--- config.mk ---
export PLATFORM = sky130hd
export DESIGN_NAME = rcs_reset_cause_status
export DESIGN_NICKNAME = d
export VERILOG_FILES = /design/src/core/rcs_pkg.sv /design/src/core/rcs_watchdog.sv /design/src/core/rcs_reset_cause_status.sv
export SDC_FILE = /design/constraint.sdc
export NUM_CORES = 1
export LEC_CHECK = 0
export BUFFER_PORTS_ARGS = -buffer_cell sky130_fd_sc_hd__buf_2
export CAP_MARGIN = 20
export CORE_ASPECT_RATIO = 0.5
export CORE_UTILIZATION = 53
export CTS_CLUSTER_SIZE = 20
export DETAILED_ROUTE_END_ITERATION = 6
export PLACE_DENSITY = 0.91
export SKIP_CTS_REPAIR_TIMING = 1
export SYNTH_ARGS = -nofsm -noshare
export SYNTH_HDL_FRONTEND = slang
export SYNTH_HIERARCHICAL = 1
export SYNTH_SLANG_ARGS = --single-unit
export TNS_END_PERCENT = 20
--- constraint.sdc ---
create_clock -name clk -period 3.1 [get_ports clk]
set_input_delay 0.31 -clock clk [delete_from_list [all_inputs] [get_ports clk]]
set_output_delay 0.31 -clock clk [all_outputs]
set_load 0.1 [all_outputs]
--- src/core/rcs_pkg.sv ---
// Constants and state types for the reset cause status block
// Summary of operation
// - An 8-bit cause register, read-only to software, names the source of the last reset.
// - A reset forced through the debug force bit without low voltage in the same cycle leaves every cause flag cleared.
// - With the watchdog enabled, writing any value but 0x55 or 0xaa to the cause address resets.
// - Writing 0x55 then 0xaa clears the watchdog counter and leaves the cause flags alone.
// - Power-on reset sets bit 7 and bit 1 and clears all other flags.
// - Low-voltage reset keeps bit 7, sets bit 1 and clears the rest.
// - Any other reset clears bits 7 and 1 and, unless the debug force bit is set, sets each source flag active at reset entry.
// - Bit 6 is set when the reset came from a low level on the external reset pin.
// - Bit 5 marks a watchdog timeout; timeout select 0 blocks that source.
// - Bit 4 marks a reset from an unimplemented or illegal opcode.
// - The stop instruction counts as illegal while stop enable is 0.
// - The background instruction counts as illegal while debug mode enable is 0.
package rcs_pkg;

  // ==========================================================
  // Register byte offsets
  localparam logic [7:0] CAUSE_OFS = 8'h00;
  localparam logic [7:0] CTRL_OFS = 8'h04;
  localparam logic [7:0] IRQ_STAT_OFS = 8'h08;
  localparam logic [7:0] IRQ_MASK_OFS = 8'h0c;
  localparam logic [7:0] WD_COUNT_OFS = 8'h10;
  localparam logic [7:0] DBG_FORCE_OFS = 8'h14;

  // ==========================================================
  // Cause register bits
  localparam int POWER_ON_BIT = 7;
  localparam int PIN_BIT = 6;
  localparam int WATCHDOG_BIT = 5;
  localparam int ILL_OPCODE_BIT = 4;
  localparam int ILL_ADDR_BIT = 3;
  localparam int LOW_VOLT_BIT = 1;
  localparam logic [7:0] CAUSE_MASK = 8'hfa;
  localparam logic [7:0] CAUSE_POR_VAL = 8'h82;

  // ==========================================================
  // Control and debug force register fields
  localparam int WD_SEL_LSB = 0;
  localparam int STOP_EN_BIT = 2;
  localparam int DBG_EN_BIT = 3;
  localparam int DBG_FORCE_BIT = 0;
  localparam logic [1:0] WD_SEL_RST = 2'h3;

  // ==========================================================
  // Interrupt event bits
  localparam int IRQ_RESET_BIT = 0;
  localparam int IRQ_SERVICE_BIT = 1;
  localparam int IRQ_BADWR_BIT = 2;
  localparam int IRQ_W = 3;

  // ==========================================================
  // Service sequence values
  localparam logic [7:0] SERVICE_FIRST = 8'h55;
  localparam logic [7:0] SERVICE_SECOND = 8'haa;

  // ==========================================================
  // Timing
  localparam int CLK_PERIOD_NS = 10;
  localparam int RESET_HOLD_NS = 160;
  localparam logic [4:0] RESET_HOLD_CYC = 5'(RESET_HOLD_NS / CLK_PERIOD_NS);
  localparam int WD_SHORT_CYC = 1024;
  localparam int WD_MID_CYC = 8192;
  localparam int WD_LONG_CYC = 65536;
  localparam int WD_CNT_W = 17;

  typedef enum logic [0:0] {
    RCS_RUN,
    RCS_HOLD
  } rcs_phase_t;

endpackage : rcs_pkg

--- src/core/rcs_watchdog.sv ---
// Watchdog counter with selectable timeout
`timescale 1ns/1ps
module rcs_watchdog
#(
  parameter int unsigned TimeoutMid = rcs_pkg::WD_MID_CYC,
  parameter int unsigned TimeoutLong = rcs_pkg::WD_LONG_CYC
)
(
  input wire logic clk,
  input wire logic reset_n,
  input wire logic kick,
  input wire logic [1:0] timeoutSel,
  output logic expired,
  output logic [rcs_pkg::WD_CNT_W-1:0] count
);
  import rcs_pkg::*;

  typedef struct packed {
    logic [WD_CNT_W-1:0] count;
    logic expired;
  } rcs_wd_state_t;

  rcs_wd_state_t wd_r;
  rcs_wd_state_t wd_nxt;
  logic [WD_CNT_W-1:0] limit;

  // ==========================================================
  // Timeout limit
  always_comb
  begin
    unique case (timeoutSel)
      2'h1: limit = WD_CNT_W'(WD_SHORT_CYC - 1);
      2'h2: limit = WD_CNT_W'(TimeoutMid - 1);
      default: limit = WD_CNT_W'(TimeoutLong - 1);
    endcase
  end

  // ==========================================================
  // Counter
  always_comb
  begin
    wd_nxt = wd_r;
    wd_nxt.expired = 1'b0;
    if (kick || timeoutSel == 2'h0)
    begin
      wd_nxt.count = '0;
    end
    else if (wd_r.count >= limit)
    begin
      wd_nxt.count = '0;
      wd_nxt.expired = 1'b1;
    end
    else
    begin
      wd_nxt.count = wd_r.count + 1'b1;
    end
  end

  always_ff @(posedge clk)
  begin
    if (!reset_n)
    begin
      wd_r <= '0;
    end
    else
    begin
      wd_r <= wd_nxt;
    end
  end

  assign expired = wd_r.expired;
  assign count = wd_r.count;

endmodule : rcs_watchdog

--- src/core/rcs_reset_cause_status.sv ---
// Reset cause capture, reset request and watchdog service over APB
//
// The implementer's own choices: register access over APB and the register offsets.
`timescale 1ns/1ps
module rcs_reset_cause_status
#(
  parameter int unsigned TimeoutMid = rcs_pkg::WD_MID_CYC,
  parameter int unsigned TimeoutLong = rcs_pkg::WD_LONG_CYC
)
(
  input wire logic clk,
  input wire logic reset_n,
  input wire logic psel,
  input wire logic penable,
  input wire logic pwrite,
  input wire logic [7:0] paddr,
  input wire logic [31:0] pwdata,
  output logic [31:0] prdata,
  output logic pready,
  output logic pslverr,
  input wire logic resetPin_n,
  input wire logic lowVoltage,
  input wire logic opcodeIllegal,
  input wire logic stopExec,
  input wire logic backgroundExec,
  input wire logic illegalAddress,
  output logic systemReset,
  output logic stopEnable,
  output logic debugModeEnable,
  output logic irq
);
  import rcs_pkg::*;

  typedef struct packed {
    rcs_phase_t phase;
    logic [4:0] holdCnt;
    logic [7:0] cause;
    logic [1:0] wdSel;
    logic stopEn;
    logic dbgEn;
    logic dbgForce;
    logic armed;
    logic kick;
    logic [IRQ_W-1:0] irqStat;
    logic [IRQ_W-1:0] irqMask;
    logic pinMeta;
    logic pinSync_n;
    logic [31:0] prdata;
    logic pready;
    logic pslverr;
    logic irq;
  } rcs_state_t;

  rcs_state_t s_r;
  rcs_state_t s_nxt;
  logic wdExpired;
  logic [WD_CNT_W-1:0] wdCount;

  function automatic logic isMapped(input logic [7:0] addr);
    isMapped = addr == CAUSE_OFS || addr == CTRL_OFS || addr == IRQ_STAT_OFS
      || addr == IRQ_MASK_OFS || addr == WD_COUNT_OFS || addr == DBG_FORCE_OFS;
  endfunction : isMapped

  // ==========================================================
  // Watchdog
  rcs_watchdog #(
    .TimeoutMid(TimeoutMid),
    .TimeoutLong(TimeoutLong)
  ) u_watchdog (
    .clk(clk),
    .reset_n(reset_n),
    .kick(s_r.kick),
    .timeoutSel(s_r.wdSel),
    .expired(wdExpired),
    .count(wdCount)
  );

  // ==========================================================
  // Next state
  always_comb
  begin
    logic accessDone;
    logic wrCommit;
    logic badWrite;
    logic service;
    logic opSrc;
    logic anySrc;
    logic [7:0] wbyte;
    logic [IRQ_W-1:0] irqSet;
    logic [IRQ_W-1:0] irqClr;
    accessDone = 1'b0;
    wrCommit = 1'b0;
    badWrite = 1'b0;
    service = 1'b0;
    opSrc = 1'b0;
    anySrc = 1'b0;
    wbyte = pwdata[7:0];
    irqSet = '0;
    irqClr = '0;
    s_nxt = s_r;
    s_nxt.kick = 1'b0;
    s_nxt.dbgForce = 1'b0;
    s_nxt.pinMeta = resetPin_n;
    s_nxt.pinSync_n = s_r.pinMeta;

    // Two-cycle access: data set up, then pready
    accessDone = psel && penable && s_r.pready;
    wrCommit = accessDone && pwrite && isMapped(paddr);
    s_nxt.pready = psel && penable && !s_r.pready;
    if (psel && penable && !s_r.pready)
    begin
      s_nxt.pslverr = !isMapped(paddr);
      s_nxt.prdata = '0;
      if (!pwrite)
      begin
        unique case (paddr)
          CAUSE_OFS: s_nxt.prdata = {24'h0, s_r.cause & CAUSE_MASK};
          CTRL_OFS: s_nxt.prdata = {28'h0, s_r.dbgEn, s_r.stopEn, s_r.wdSel};
          IRQ_STAT_OFS: s_nxt.prdata = {29'h0, s_r.irqStat};
          IRQ_MASK_OFS: s_nxt.prdata = {29'h0, s_r.irqMask};
          WD_COUNT_OFS: s_nxt.prdata = 32'(wdCount);
          default: s_nxt.prdata = '0;
        endcase
      end
    end

    // ==========================================================
    // Register writes
    if (wrCommit)
    begin
      unique case (paddr)
        CAUSE_OFS:
        begin
          if (wbyte == SERVICE_FIRST)
          begin
            s_nxt.armed = 1'b1;
          end
          else if (wbyte == SERVICE_SECOND)
          begin
            s_nxt.armed = 1'b0;
            service = s_r.armed;
          end
          else
          begin
            // Other value is a watchdog reset unless timeout select is 0
            s_nxt.armed = 1'b0;
            badWrite = s_r.wdSel != 2'h0;
          end
        end
        CTRL_OFS:
        begin
          s_nxt.wdSel = pwdata[WD_SEL_LSB +: 2];
          s_nxt.stopEn = pwdata[STOP_EN_BIT];
          s_nxt.dbgEn = pwdata[DBG_EN_BIT];
        end
        IRQ_STAT_OFS: irqClr = pwdata[IRQ_W-1:0];
        IRQ_MASK_OFS: s_nxt.irqMask = pwdata[IRQ_W-1:0];
        DBG_FORCE_OFS: s_nxt.dbgForce = pwdata[DBG_FORCE_BIT];
        default: s_nxt.armed = s_r.armed;
      endcase
    end
    s_nxt.kick = service;

    // ==========================================================
    // Reset sources
    // Stop illegal while disabled
    opSrc = opcodeIllegal || (stopExec && !s_r.stopEn) || (backgroundExec && !s_r.dbgEn);
    anySrc = lowVoltage || s_r.dbgForce || !s_r.pinSync_n || wdExpired || badWrite
      || opSrc || illegalAddress;

    unique case (s_r.phase)
      RCS_RUN:
      begin
        if (anySrc)
        begin
          s_nxt.phase = RCS_HOLD;
          s_nxt.holdCnt = RESET_HOLD_CYC;
          s_nxt.armed = 1'b0;
          s_nxt.kick = 1'b1;
          s_nxt.wdSel = WD_SEL_RST;
          s_nxt.stopEn = 1'b0;
          s_nxt.dbgEn = 1'b0;
          irqSet[IRQ_RESET_BIT] = 1'b1;
          s_nxt.cause = '0;
          if (lowVoltage)
          begin
            s_nxt.cause[POWER_ON_BIT] = s_r.cause[POWER_ON_BIT];
            s_nxt.cause[LOW_VOLT_BIT] = 1'b1;
          end
          else if (!s_r.dbgForce)
          begin
            s_nxt.cause[PIN_BIT] = !s_r.pinSync_n;
            s_nxt.cause[WATCHDOG_BIT] = wdExpired || badWrite;
            s_nxt.cause[ILL_OPCODE_BIT] = opSrc;
            s_nxt.cause[ILL_ADDR_BIT] = illegalAddress;
          end
        end
      end
      RCS_HOLD:
      begin
        s_nxt.kick = 1'b1;
        s_nxt.holdCnt = s_r.holdCnt - 5'h1;
        if (s_r.holdCnt == 5'h1)
        begin
          s_nxt.phase = RCS_RUN;
        end
      end
    endcase

    irqSet[IRQ_SERVICE_BIT] = service;
    irqSet[IRQ_BADWR_BIT] = badWrite;
    // Set wins over clear
    s_nxt.irqStat = (s_r.irqStat & ~irqClr) | irqSet;
    s_nxt.irq = |(s_nxt.irqStat & s_nxt.irqMask);
  end

  // ==========================================================
  // State register
  always_ff @(posedge clk)
  begin
    if (!reset_n)
    begin
      s_r <= '0;
      s_r.cause <= CAUSE_POR_VAL;
      s_r.wdSel <= WD_SEL_RST;
      s_r.pinMeta <= 1'b1;
      s_r.pinSync_n <= 1'b1;
      s_r.phase <= RCS_RUN;
    end
    else
    begin
      s_r <= s_nxt;
    end
  end

  // ==========================================================
  // Outputs
  // Cause flags only read
  assign prdata = s_r.prdata;
  assign pready = s_r.pready;
  assign pslverr = s_r.pslverr;
  assign systemReset = s_r.phase == RCS_HOLD;
  assign stopEnable = s_r.stopEn;
  assign debugModeEnable = s_r.dbgEn;
  assign irq = s_r.irq;

endmodule : rcs_reset_cause_status

==> results.txt <==
Finished Layout Cells: 515
Clock Latency Late Sink: 0.33 ns
Share of cells above drive strength 1: 19.9%
Die H: 59.3 µm
Root Driver: clkbuf_16
TritonCTS clock tree: done
Largest fanout on the critical path: 17
Sw Pwr: 0.553 mW
Vias in the first global route: 2603
GR Overflow Total: 0
Final period util: 74.4%
R2R setup slack: 0.79 ns
First-pass DRT Iterations: 5
R2R Path End: u_watchdog/count[6]
Post-DP HPWL: 5.43 mm
Pin count of the biggest net entering global routing: 24
Die area: 6910 µm²
Syn Area/Cell: 8.87 µm²
P&R area growth vs syn: 13.8%
Core area: 6210 µm²
Gpl congestion: 0.935
Max-Cap Viols: 0
R2r worst-path depth: 8
Async SR Flop Fraction: 0%
Fin crit period: 2.31 ns
Worst Hold End: s_nxt[35]
Number of synthesized flops with an enable pin: 0
HP Start: resetPin_n
PortBufs: 49
Die W: 117 µm
Final nets: 483
Initial antenna violation count: 0
# DRC: 0
Rel. slew slack: 47.6%
Sequential share of power: 37.7%
Starting Density: 56.0%
Max Root-Sink Buffers: 2
Pwr Density: 583 nW/µm²
Hold Path Stages: 2
Cell area after synthesis: 3480 µm²
Post-Synthesis Cells: 392
Clock transition at path regs: 0.05 ns
CTS buffer count: 9
Worst Skew: 0.00503 ns
Antenna viol nets, final: 0
RSZ-0062 raised after global routing: no
Critical Path Sink Type: flip-flop
Commonest register cell after synthesis: dfxtp_1
Total leakage power: 1.57 nW
Status: finished clean
Routed WL: 7.86 mm
Worst path arrival time: 2.52 ns
Power share of the combinational group: 9.6%
Crit Path Category: flip-flop to flip-flop
ANT cells: 0
Clock Sinks: 65
Fill cell count: 498
TNS Setup: 0 ns
Startpoint Class: flip-flop
H-tree depth: 3
Reg2reg start: s_r[48]
Fin. Hold Viols: 0
WP data required: 3.31 ns
Synth warnings: 6
Fmax: 433 MHz
Switching Share: 24.0%
Internal power: 1.75 mW
I/O Pins: 89
Inst Count DP: 499
Row cnt: 20
Worst Hold Class: primary input to flip-flop
FF+latch count, synth: 65
Netlist cell types: 69
Setup violations, final: 0
First-pass GRT wire length: 12.4 mm
Via density per instance: 5.92
Peak VDD IR: 286 µV
Fin. max-slew vios: 0
Total Routing Usage GR: 24.1%
Clock Power Share: 52.7%
Vias after detailed routing: 3051
DRT iter0 DRCs: 138
WL per Instance: 15.3 µm
Worst slew pin tran: 0.779 ns
Sequential element share of the synthesized area: 37.4%
==> Yosys cell counts (all sizes together), types with 6 or more instances <==
library cell	instances	area share, %
nor3	24	3.5
xor2	6	1.5
nor4	8	1.9
clkbuf	9	1.0
nor2b	6	1.1
nor2	32	3.5
nand4	6	1.1
inv	14	1.5
o21ai	6	0.86
a22oi	20	4.5
mux2i	10	2.9
a21oi	12	1.8
buf	39	8.2
dfxtp	65	37
nand2	30	3.2
nand3	11	1.7
xnor2	7	1.8
ha	10	3.6
==> critical path, stage by stage (launching register included) <==
cell,delay [ns]
dfxtp_1,0.44
inv_1,0.07
ha_1,0.35
ha_1,0.31
and4b_1,0.27
nand4bb_1,0.15
o31ai_2,0.26
buf_4,0.26
nor3_1,0.08
==> per-layer routing <==
| layer | global-route usage (%) | vias up | share of wire [%] |
|---|---|---|---|
| met1 | 30.0 | 1451 | 44 |
| met3 | 7.57 | 21 | 8.6 |
| met4 | 11.2 | 0 | 2.1 |
| met5 | 0 | - | 0 |
| li1 | - | 1438 | - |
| met2 | 38.5 | 141 | 46 |
==> metrics by stage <==
stage | utilization (%) | power (mW) | setup WS, ns | cell area [µm²] | hold WS (ns)
floorplan | - | 1.07 | 0.711 | 3530 | 0.386
global placement | 57.9 | 1.10 | 0.864 | 3590 | 0.390
detailed placement | 57.9 | 1.10 | 0.842 | 3590 | 0.398
CTS | 63.8 | 2.31 | 0.806 | 3960 | 0.161
global route | 63.8 | 2.37 | 0.628 | 3960 | 0.163
finish | 63.8 | 2.31 | 0.792 | 3960 | 0.164
==> flip-flops by register name, summed over array words and instances, names as in the netlist <==
| signal | cells |
|---|---|
| debugModeEnable | 1 |
| irq | 1 |
| s_r | 23 |
| u_watchdog/count | 17 |
| pslverr | 1 |
| prdata | 17 |
| pready | 1 |
| s_nxt | 1 |
| systemReset | 1 |
| stopEnable | 1 |
| u_watchdog/expired | 1 |
==> final cells by class <==
cell class	instances	area, µm²	share of cell area, %
multi-input cells	279	1850	46.9
flip-flops and latches	65	1300	32.9
repair buffers	53	275	6.96
clock buffers	12	267	6.73
well taps	88	110	2.78
clock inverters	4	97.6	2.47
inverters	14	52.6	1.33
==> layout by cell type, fill, tap and decap left out, types with 9 or more instances in the layout <==
cell type | synthesis | layout
a21oi_1 | 11 | 11
a22oi_1 | 19 | 19
buf_2 | 4 | 49
clkbuf_16 | 0 | 9
conb_1 | 1 | 15
dfxtp_1 | 65 | 65
ha_1 | 10 | 10
inv_1 | 14 | 14
mux2i_1 | 10 | 10
nand2_1 | 30 | 30
nand3_1 | 10 | 10
nor2_1 | 32 | 32
nor3_1 | 24 | 24
==> power groups by stage <==
stage          combinational (mW)  clock (mW)  sequential, mW
2_1_floorplan               0.172           0           0.899
3_3_place_gp                0.214           0           0.886
3_5_place_dp                0.218           0           0.886
4_1_cts                     0.219        1.22           0.869
5_1_grt                     0.235        1.26           0.871
6_report                    0.222        1.22           0.869
==> how the worst max path moves through the flow <==
| stage | start | end | slack, ns |
|---|---|---|---|
| floorplan | pready | s_r[53] | 0.71 |
| global placement | paddr[1] | prdata[6] | 0.86 |
| detailed placement | s_r[48] | u_watchdog/count[6] | 0.84 |
| CTS | s_r[48] | u_watchdog/expired | 0.81 |
| global route | s_r[48] | u_watchdog/count[11] | 0.63 |
| finish | s_r[48] | u_watchdog/count[6] | 0.79 |
==> cell families (layout without fill, tap and decap cells) <==
group / Yosys count / in the layout / share of synthesized area (%)
and+or+nand+nor: 158 / 158 / 26.4
other: 1 / 15 / 0.108
muxes: 10 / 10 / 2.88
DFF: 65 / 65 / 37.4
buffers and inverters: 62 / 83 / 10.8
AOI/OAI and AO/OA: 73 / 73 / 15.5
adders and majority gates: 10 / 10 / 3.60
xor gates and xnor gates: 13 / 13 / 3.27
(Power assumes the default switching activity.)
